[src/design/bbx_pkg.sv]
// package for the bit-band and exclusive access front end
package bbx_pkg;
  localparam logic [31:0] SRAM_BAND_BASE = 32'h2000_0000;
  localparam logic [31:0] SRAM_BAND_LAST = 32'h2000_ffff;
  localparam logic [31:0] SRAM_ALIAS_BASE = 32'h2200_0000;
  localparam logic [31:0] SRAM_ALIAS_LAST = 32'h221f_ffff;
  localparam logic [31:0] PERI_BAND_BASE = 32'h4000_0000;
  localparam logic [31:0] PERI_BAND_LAST = 32'h400f_ffff;
  localparam logic [31:0] PERI_ALIAS_BASE = 32'h4200_0000;
  localparam logic [31:0] PERI_ALIAS_LAST = 32'h43ff_ffff;
  localparam logic [31:0] FLASH_LAST = 32'h0001_7fff;
  localparam int ALIAS_WORD_SHIFT = 5;
  localparam int ALIAS_BIT_LSB = 2;
  localparam logic [31:0] ALIAS_READ_SET = 32'h0000_0001;
  localparam logic [31:0] ALIAS_READ_CLR = 32'h0000_0000;
  typedef enum logic [1:0] {
    BBX_SZ_BYTE = 2'h0,
    BBX_SZ_HALF = 2'h1,
    BBX_SZ_WORD = 2'h2
  } bbx_size_t;
  typedef enum logic [2:0] {
    BBX_IDLE = 3'h0,
    BBX_PASS = 3'h1,
    BBX_RMW_RD = 3'h2,
    BBX_RMW_WR = 3'h3,
    BBX_ALIAS_RD = 3'h4,
    BBX_RESP = 3'h5
  } bbx_state_t;
endpackage

[src/design/bbx_unit.sv]
// bit-band remapper, exclusive monitor and barrier drain, core side to system bus
// Summary of operation
// bit-band covers only first 64 KB of sram and first megabyte of peripheral region, one bit per alias word
// sram alias 0x2200_0000..0x221f_ffff maps to bits at 0x2000_0000
// peripheral alias 0x4200_0000..0x43ff_ffff maps to bits of 0x4000_0000..0x400f_ffff
// byte offset is alias offset/32, bit number is (offset mod 32)/4
// alias write is read, change one bit, write back
// instruction fetches in sram alias pass through unmapped
// instruction fetches in peripheral alias are refused
// underlying access keeps the original access size
// alias write uses data bit 0 only, bits 31:1 ignored
// alias read returns 1 if bit set, else 0, other bits zero
// direct bit-band accesses behave as plain accesses
// data is little-endian, lowest byte address holds least significant byte
// exclusive load records a tag for the addressed location
// exclusive store writes and returns 0 only with tag held, else 1, no write; here a store that faults on its address gets the fault with status 0
// exclusive pairs exist for word, half and byte sizes
// clear-exclusive drops the tag
// every exclusive store drops the tag; here a store that faults on its address leaves the tag held
// taking an exception drops the tag
// software retries whole sequence after a failed exclusive store
// memory barrier drains outstanding transactions before the next is issued
// sync barrier drains outstanding transactions before next instruction runs
// alias read and write-back are locked together on the bus
// reserved address space answers with a bus fault
`timescale 1ns/10ps
`default_nettype none
module bbx_unit
  import bbx_pkg::*;
#(
  parameter int ADDR_W = 32,
  parameter int DATA_W = 32
)
(
  input wire logic clk_i,
  input wire logic arst_n_i,
  input wire logic req_valid_i,
  input wire logic req_write_i,
  input wire logic req_fetch_i,
  input wire logic [1:0] req_size_i,
  input wire logic [ADDR_W-1:0] req_addr_i,
  input wire logic [DATA_W-1:0] req_wdata_i,
  input wire logic req_load_excl_i,
  input wire logic req_store_excl_i,
  input wire logic clear_exclusive_tag_i,
  input wire logic data_memory_barrier_i,
  input wire logic data_sync_barrier_i,
  input wire logic exception_taken_i,
  input wire logic bus_done_i,
  input wire logic bus_err_i,
  input wire logic [DATA_W-1:0] bus_rdata_i,
  input wire logic bus_wr_posted_i,
  output logic req_ready_o,
  output logic resp_valid_o,
  output logic resp_fault_o,
  output logic resp_excl_fail_o,
  output logic [DATA_W-1:0] resp_rdata_o,
  output logic barrier_done_o,
  output logic exec_hold_o,
  output logic bus_valid_o,
  output logic bus_write_o,
  output logic bus_lock_o,
  output logic [1:0] bus_size_o,
  output logic [ADDR_W-1:0] bus_addr_o,
  output logic [DATA_W-1:0] bus_wdata_o
);
  typedef struct packed {
    bbx_state_t st;
    logic ready;
    logic rvalid;
    logic fault;
    logic xfail;
    logic [31:0] rdata;
    logic bdone;
    logic hold;
    logic bvalid;
    logic bwrite;
    logic block;
    logic [1:0] bsize;
    logic [31:0] baddr;
    logic [31:0] bwdata;
    logic [2:0] bitn;
    logic newbit;
    logic tag_ok;
    logic [31:0] tag_addr;
    logic pend_dmb;
    logic pend_dsb;
  } bbx_state_s_t;

  bbx_state_s_t s;
  bbx_state_s_t next_s;

  // window bounds and lane math assume a 32-bit map, so other widths are refused
  if (ADDR_W != 32) begin : g_addr_w_check
    $error("bbx_unit address width must be 32");
  end
  if (DATA_W != 32) begin : g_data_w_check
    $error("bbx_unit data width must be 32");
  end

  logic in_sram_alias;
  logic in_peri_alias;
  logic in_alias;
  logic mapped;
  logic [31:0] alias_off;
  logic [31:0] band_addr;
  logic [4:0] lane_bit;
  logic [31:0] cur_word;
  logic posted_open;
  logic in_flash;
  logic in_sram_band;
  logic in_peri_band;
  logic in_fabric;

  always_comb begin
    in_sram_alias = req_addr_i >= SRAM_ALIAS_BASE && req_addr_i <= SRAM_ALIAS_LAST;
    in_peri_alias = req_addr_i >= PERI_ALIAS_BASE && req_addr_i <= PERI_ALIAS_LAST;
    // only the low 64 KB of sram and low megabyte of peripherals are bit-banded, alias windows are 32x that
    in_alias = (in_sram_alias && !req_fetch_i) || in_peri_alias;
    alias_off = in_sram_alias ? req_addr_i - SRAM_ALIAS_BASE : req_addr_i - PERI_ALIAS_BASE;
    band_addr = (in_sram_alias ? SRAM_BAND_BASE : PERI_BAND_BASE)
                + (alias_off >> ALIAS_WORD_SHIFT);
    // reserved holes fault; other regions are left to the downstream fabric
    in_flash = req_addr_i <= FLASH_LAST;
    in_sram_band = req_addr_i >= SRAM_BAND_BASE && req_addr_i <= SRAM_BAND_LAST;
    in_peri_band = req_addr_i >= PERI_BAND_BASE && req_addr_i <= PERI_BAND_LAST;
    // above the peripheral alias the fabric answers, no fault is made here
    in_fabric = req_addr_i > PERI_ALIAS_LAST;

    mapped = in_flash || in_sram_band || in_sram_alias;
    mapped = mapped || in_peri_band || in_peri_alias || in_fabric;

    // target bit sits in byte lane given by low address bits, little-endian
    lane_bit = {s.baddr[1:0], s.bitn};
    cur_word = bus_rdata_i;
    posted_open = bus_wr_posted_i;
  end

  always_comb begin
    next_s = s;
    next_s.rvalid = 1'b0;
    next_s.bdone = 1'b0;
    if (exception_taken_i || clear_exclusive_tag_i) begin
      next_s.tag_ok = 1'b0;
    end
    // ready drops on the edge that samples the pulse unless a drain finishes in that cycle, so no later request slips in before the drain
    if (data_memory_barrier_i) begin
      next_s.pend_dmb = 1'b1;
      next_s.ready = 1'b0;
    end
    if (data_sync_barrier_i) begin
      next_s.pend_dsb = 1'b1;
      next_s.ready = 1'b0;
      next_s.hold = 1'b1;
    end
    unique case (s.st)
      BBX_IDLE: begin
        if ((s.pend_dmb || s.pend_dsb) && !posted_open) begin
          // drain finished: release barriers before taking new traffic
          next_s.pend_dmb = 1'b0;
          next_s.pend_dsb = 1'b0;
          next_s.hold = 1'b0;
          next_s.bdone = 1'b1;
          next_s.ready = 1'b1;
        end else if (s.pend_dmb || s.pend_dsb) begin
          next_s.ready = 1'b0;
        end else if (req_valid_i && s.ready) begin
          next_s.ready = 1'b0;
          next_s.fault = 1'b0;
          next_s.xfail = 1'b0;
          next_s.rdata = '0;
          next_s.bsize = req_size_i;
          next_s.bitn = alias_off[ALIAS_BIT_LSB +: 3];
          next_s.newbit = req_wdata_i[0];
          if (!mapped || (in_peri_alias && req_fetch_i)) begin
            next_s.fault = 1'b1;
            next_s.rvalid = 1'b1;
            next_s.st = BBX_RESP;
          // tag match is the full byte address; a mismatch never reaches the bus
          end else if (req_store_excl_i && !(s.tag_ok && s.tag_addr == req_addr_i)) begin
            next_s.xfail = 1'b1;
            next_s.tag_ok = 1'b0;
            next_s.rvalid = 1'b1;
            next_s.st = BBX_RESP;
          end else begin
            if (req_load_excl_i) begin
              next_s.tag_ok = 1'b1;
              next_s.tag_addr = req_addr_i;
            end
            if (req_store_excl_i) begin
              next_s.tag_ok = 1'b0;
            end
            next_s.bvalid = 1'b1;
            if (in_alias) begin
              next_s.baddr = band_addr;
              next_s.bwrite = 1'b0;
              next_s.block = req_write_i;
              next_s.st = req_write_i ? BBX_RMW_RD : BBX_ALIAS_RD;
            end else begin
              next_s.baddr = req_addr_i;
              next_s.bwrite = req_write_i;
              next_s.bwdata = req_wdata_i;
              next_s.block = 1'b0;
              next_s.st = BBX_PASS;
            end
          end
        end
      end

      // one request in flight only; a second port would need arbitration here
      BBX_PASS: begin
        if (bus_done_i) begin
          next_s.bvalid = 1'b0;
          next_s.fault = bus_err_i;
          next_s.rdata = s.bwrite ? '0 : bus_rdata_i;
          next_s.rvalid = 1'b1;
          next_s.st = BBX_RESP;
        end
      end

      BBX_ALIAS_RD: begin
        if (bus_done_i) begin
          next_s.bvalid = 1'b0;
          next_s.fault = bus_err_i;
          next_s.rdata = cur_word[lane_bit] ? ALIAS_READ_SET : ALIAS_READ_CLR;
          next_s.rvalid = 1'b1;
          next_s.st = BBX_RESP;
        end
      end

      // an error on the read half skips the write back and frees the lock
      BBX_RMW_RD: begin
        if (bus_done_i && bus_err_i) begin
          next_s.bvalid = 1'b0;
          next_s.block = 1'b0;
          next_s.fault = 1'b1;
          next_s.rvalid = 1'b1;
          next_s.st = BBX_RESP;
        end else if (bus_done_i) begin
          // lock held across both halves so nothing slips in between
          next_s.bwrite = 1'b1;
          next_s.bwdata = cur_word;
          next_s.bwdata[lane_bit] = s.newbit;
          next_s.st = BBX_RMW_WR;
        end
      end

      BBX_RMW_WR: begin
        if (bus_done_i) begin
          next_s.bvalid = 1'b0;
          next_s.bwrite = 1'b0;
          next_s.block = 1'b0;
          next_s.fault = bus_err_i;
          next_s.rvalid = 1'b1;
          next_s.st = BBX_RESP;
        end
      end

      // ready comes back one cycle after the response pulse
      BBX_RESP: begin
        next_s.st = BBX_IDLE;
        next_s.ready = !(next_s.pend_dmb || next_s.pend_dsb);
      end

      // codes 6 and 7 are unused and fall back to idle
      default: begin
        next_s.st = BBX_IDLE;
      end
    endcase
  end

  always_ff @(posedge clk_i or negedge arst_n_i) begin
    if (!arst_n_i) begin
      // reset leaves the tag dropped and the port able to take a request
      s <= '0;
      s.ready <= 1'b1;
      s.st <= BBX_IDLE;
    end else begin
      s <= next_s;
    end
  end

  assign req_ready_o = s.ready;
  assign resp_valid_o = s.rvalid;
  assign resp_fault_o = s.fault;
  assign resp_excl_fail_o = s.xfail;
  assign resp_rdata_o = s.rdata;
  assign barrier_done_o = s.bdone;
  assign exec_hold_o = s.hold;
  assign bus_valid_o = s.bvalid;
  assign bus_write_o = s.bwrite;
  assign bus_lock_o = s.block;
  assign bus_size_o = s.bsize;
  assign bus_addr_o = s.baddr;
  assign bus_wdata_o = s.bwdata;
endmodule
`default_nettype wire

[config.mk]
export PLATFORM = sky130hd
export DESIGN_NAME = bbx_unit
export DESIGN_NICKNAME = d
export VERILOG_FILES = /design/src/design/bbx_pkg.sv /design/src/design/bbx_unit.sv
export SDC_FILE = /design/constraint.sdc
export NUM_CORES = 1
export LEC_CHECK = 0
export BUFFER_PORTS_ARGS = -buffer_cell sky130_fd_sc_hd__buf_2
export CAP_MARGIN = 20
export CORE_MARGIN = 10
export CORE_UTILIZATION = 45
export CTS_CLUSTER_SIZE = 40
export DETAILED_ROUTE_END_ITERATION = 10
export PLACE_DENSITY = 0.79
export SLEW_MARGIN = 10
export SYNTH_ARGS = -nofsm -noshare
export SYNTH_HDL_FRONTEND = slang
export SYNTH_SLANG_ARGS = --single-unit
export TNS_END_PERCENT = 100
[constraint.sdc]
create_clock -name clk_i -period 2.85 [get_ports clk_i]
set_input_delay 0.4275 -clock clk_i [delete_from_list [all_inputs] [get_ports clk_i]]
set_output_delay 0.4275 -clock clk_i [all_outputs]
set_load 0.01 [all_outputs]
==> reports/results.ini <==
[outcome]
status = complete, but fails checks
violations = setup timing

[final_layout]
nNetsFinal = 1178
final_cell_area_mm2 = 0.01054
stdcell_count = 1341
syn_to_final_growth_pct = 21.15
drive_gt1_frac = 0.3829

[clock_tree]
cts_root_buf = clkbuf_16
clkLatencyLatePin_ns = 0.43
cts_tree = yes
clockBufferDepth = 2
clkSinkCount = 149
clkTransAtPathRegs_ns = 0.07
htreeDepth = 4
numCtsBuffers = 17

[synthesis]
ys.flop_type = dfrtp_1
synthMuxAreaShare = 0.1530
async_flop_share = 1.000
syn_nets = 1047
netlist_area_mm2 = 0.008703
seq_area_frac_synth = 0.4286
synth_edf_count = 0
yosysUniqueCellTypes = 58
synth_top_family_by_area = simple AND/OR/NAND/NOR gates
syn_inst = 932
synth-compound-area-share = 0.1072
ys_ff_latch = 149
synth-simple-area-share = 0.1560
synth-xor-area-share = 0.03019
synth_warnings = 0
avgSynthCellArea_um2 = 9.338
synth_fa_ha_area_frac = 0.004313

[timing]
hold_viol = 0
fin_worst_skew_ns = 0.01329
setup_slack_ns = -0.01008
setup-violations-final = 8
worst_pin_slew_ns = 1.014
timing.final.crit_period_ns = 2.860
fmax_mhz = 349.6
tns_ns = -0.04333
slew_headroom = 0.3242
drv_slew = 0
finalCritPeriodShare = 1.004
rsz0062_at_grt = yes

[grt]
busiest_layer = met2
grt.overflow.total = 0
grt_max_degree = 94
grt_pass1_vias = 7423
antenna_found_initial = 6
grt_first_pass_wirelength_um = 41320
grt_use_met1 = 0.2446
met3_usage = 0.05758
grt_util_met2 = 0.3336
grt_util_all_layers = 0.2016

[place]
pre_cts_ws_ns = -0.4312
hpwl_um = 19530
gp_congestion = 0.8750
dpl_cell_area_mm2 = 0.009761
dpl.cell_count = 1297
numPortBuffers = 218

[die]
dieArea_mm2 = 0.02530
initial_core_util = 0.4607
coreArea_mm2 = 0.01889
fp.dieW_um = 159.1
rows = 50
ios = 219
dieHeight_um = 159.1

[worst_hold_path]
min_path_type = input port to register

[power]
p_per_area_mw_per_mm2 = 721.5
sw_frac_of_total = 0.3644
pwr-share-clk = 0.286
p_int_mw = 4.836
p_sw_mw = 2.772
p_seq_frac = 0.401
combPwrFrac = 0.313
p_leak_nw = 5.175
ir_drop_mv = 0.4756
finalPower_mw = 7.608

[worst_setup_path]
crit_fanout = 6
worstPathRequired_ns = 3.17
cp-end-kind = register
critPathKind = input port to register
cp-start-kind = input port
critPathArrivalTime_ns = 3.18

[routing]
via_per_inst = 5.492
drt_iter0_markers = 542
drt.antenna.violating_nets = 0
drt_wl_total_um = 26790
first_pass_iters = 7
wl_per_cell_um = 19.98
drc = 0
vias = 7365

[flow_run]
max_cap_viol_count = 0

[critical path, cell delays in order]
cell and delay (ns):
buf_6 0.10, or4_4 0.53, or4_4 0.57, o21ai_4 0.21, a221oi_4 0.11, a2111oi_4 0.52
nand2_4 0.19, clkbuf_16 0.22, mux2_4 0.30
[area by class of cell]
cell class / instances / area [um2]
fillers: 1621 / 8349
well taps: 260 / 325.3
flip-flops and latches: 149 / 3730
clock inverters: 13 / 113.9
multi-input cells: 607 / 4215
repair buffers: 274 / 1644
inverters: 14 / 60.06
clock buffers: 19 / 442.9
diodes: 5 / 12.51
[path summary, 6_finish.rpt]
| kind | endpoint | cells past startpoint | slack (ns) | from |
|---|---|---|---|---|
| hold reg to reg | resp_rdata_o[28]$_DFFE_PN0P_ | 2 | 0.48 | resp_rdata_o[28]$_DFFE_PN0P_ |
| setup reg to reg | s[32]$_DFFE_PN0P_ | 8 | 0.20 | s[18]$_DFFE_PN0P_ |
| hold / removal | bus_size_o[1]$_DFFE_PN0P_ | 3 | 0.23 | req_size_i[1] |
| max in group asynchronous | s[3]$_DFFE_PN0P_ | 3 | 1.64 | arst_n_i |
| setup / recovery | s[32]$_DFFE_PN0P_ | 9 | -0.01 | req_addr_i[23] |
| min in group asynchronous | resp_rdata_o[2]$_DFFE_PN0P_ | 2 | 0.43 | arst_n_i |
[synth_stat cells (9+ instances only)]
cell type  count  share of area
o21ai_0       45          0.026
mux2_2        43          0.056
buf_4         99          0.085
mux2_1        29          0.038
dfrtp_1      148           0.43
a21oi_1        9         0.0052
nand2_1      166          0.072
clkbuf_1      45          0.019
xnor2_1       27          0.027
inv_1         14         0.0060
a31oi_1       23          0.017
o22ai_1       35          0.025
buf_2         15         0.0086
nor4_1         9         0.0065
mux2i_1       34          0.039
nor2_1        82          0.035
[state kept, by name (all words and copies together) (netlist names), 2 cells and up]
signal / flops
s: 39
bus_addr_o: 32
bus_wdata_o: 32
resp_rdata_o: 32
lane_bit: 3
bus_size_o: 2
[metrics by stage]
stage          hold WS (ns)  utilization
2_1_floorplan        0.1319            -
3_3_place_gp         0.3256       0.5166
3_5_place_dp         0.3252       0.5166
4_1_cts              0.2119       0.5466
5_1_grt              0.2378       0.5581
6_report             0.2266       0.5581
[logic make-up after synthesis]
| family | count (synthesis) |
|---|---|
| XOR/XNOR | 30 |
| multiplexers | 114 |
| flip-flops | 149 |
| AND/OR/NAND/NOR | 313 |
| AO/OA/AOI/OAI | 147 |
| buffers and inverters | 176 |
| adder cells (fa/ha/maj) | 3 |
[layer usage]
metal / routed length [um] / up-vias
met2: 13130 / 330
met5: 0 / -
li1: - / 3377
met1: 10750 / 3611
met4: 782 / 0
met3: 2131 / 47
[cells in the final DEF (no fill, tap or decap), drive strengths merged, types with 2 or more instances in the layout]
master,Yosys,final
ha,3,3
nor4,9,9
or2,3,3
o21a,3,3
a31oi,23,23
a41oi,2,2
nand3,5,5
xor2,3,3
nand2b,4,4
inv,14,23
mux4,8,8
diode,0,5
or4,5,5
nor2b,4,4
o211ai,7,7
nor2,82,82
nor4b,2,2
buf,117,271
xnor2,27,27
dfrtp,148,148
a21o,4,4
or3b,3,3
clkinvlp,0,3
nand4,8,8
a211oi,3,3
nor3,8,8
o22ai,35,35
a21oi,9,9
and2,2,2
o21ai,48,48
mux2,72,72
or3,2,2
nand2,167,167
nand3b,5,5
mux2i,34,34
clkbuf,45,21
[repair_timing]
action,in CTS,in global routing
hold buffers,1,0
hold endpoints to repair,26,0
setup endpoints to repair,0,44
gates resized for setup,0,35
buffers inserted,0,3
[power groups by stage]
stage | Combinational [mW] | Sequential [mW] | Clock (mW)
floorplan | 1.99 | 2.86 | 0
global placement | 2.28 | 3.05 | 0
detailed placement | 2.33 | 3.08 | 0
CTS | 2.34 | 3.04 | 2.20
global route | 2.62 | 3.12 | 2.28
finish | 2.38 | 3.05 | 2.17
Note: power is estimated with default switching activity, not from simulation.
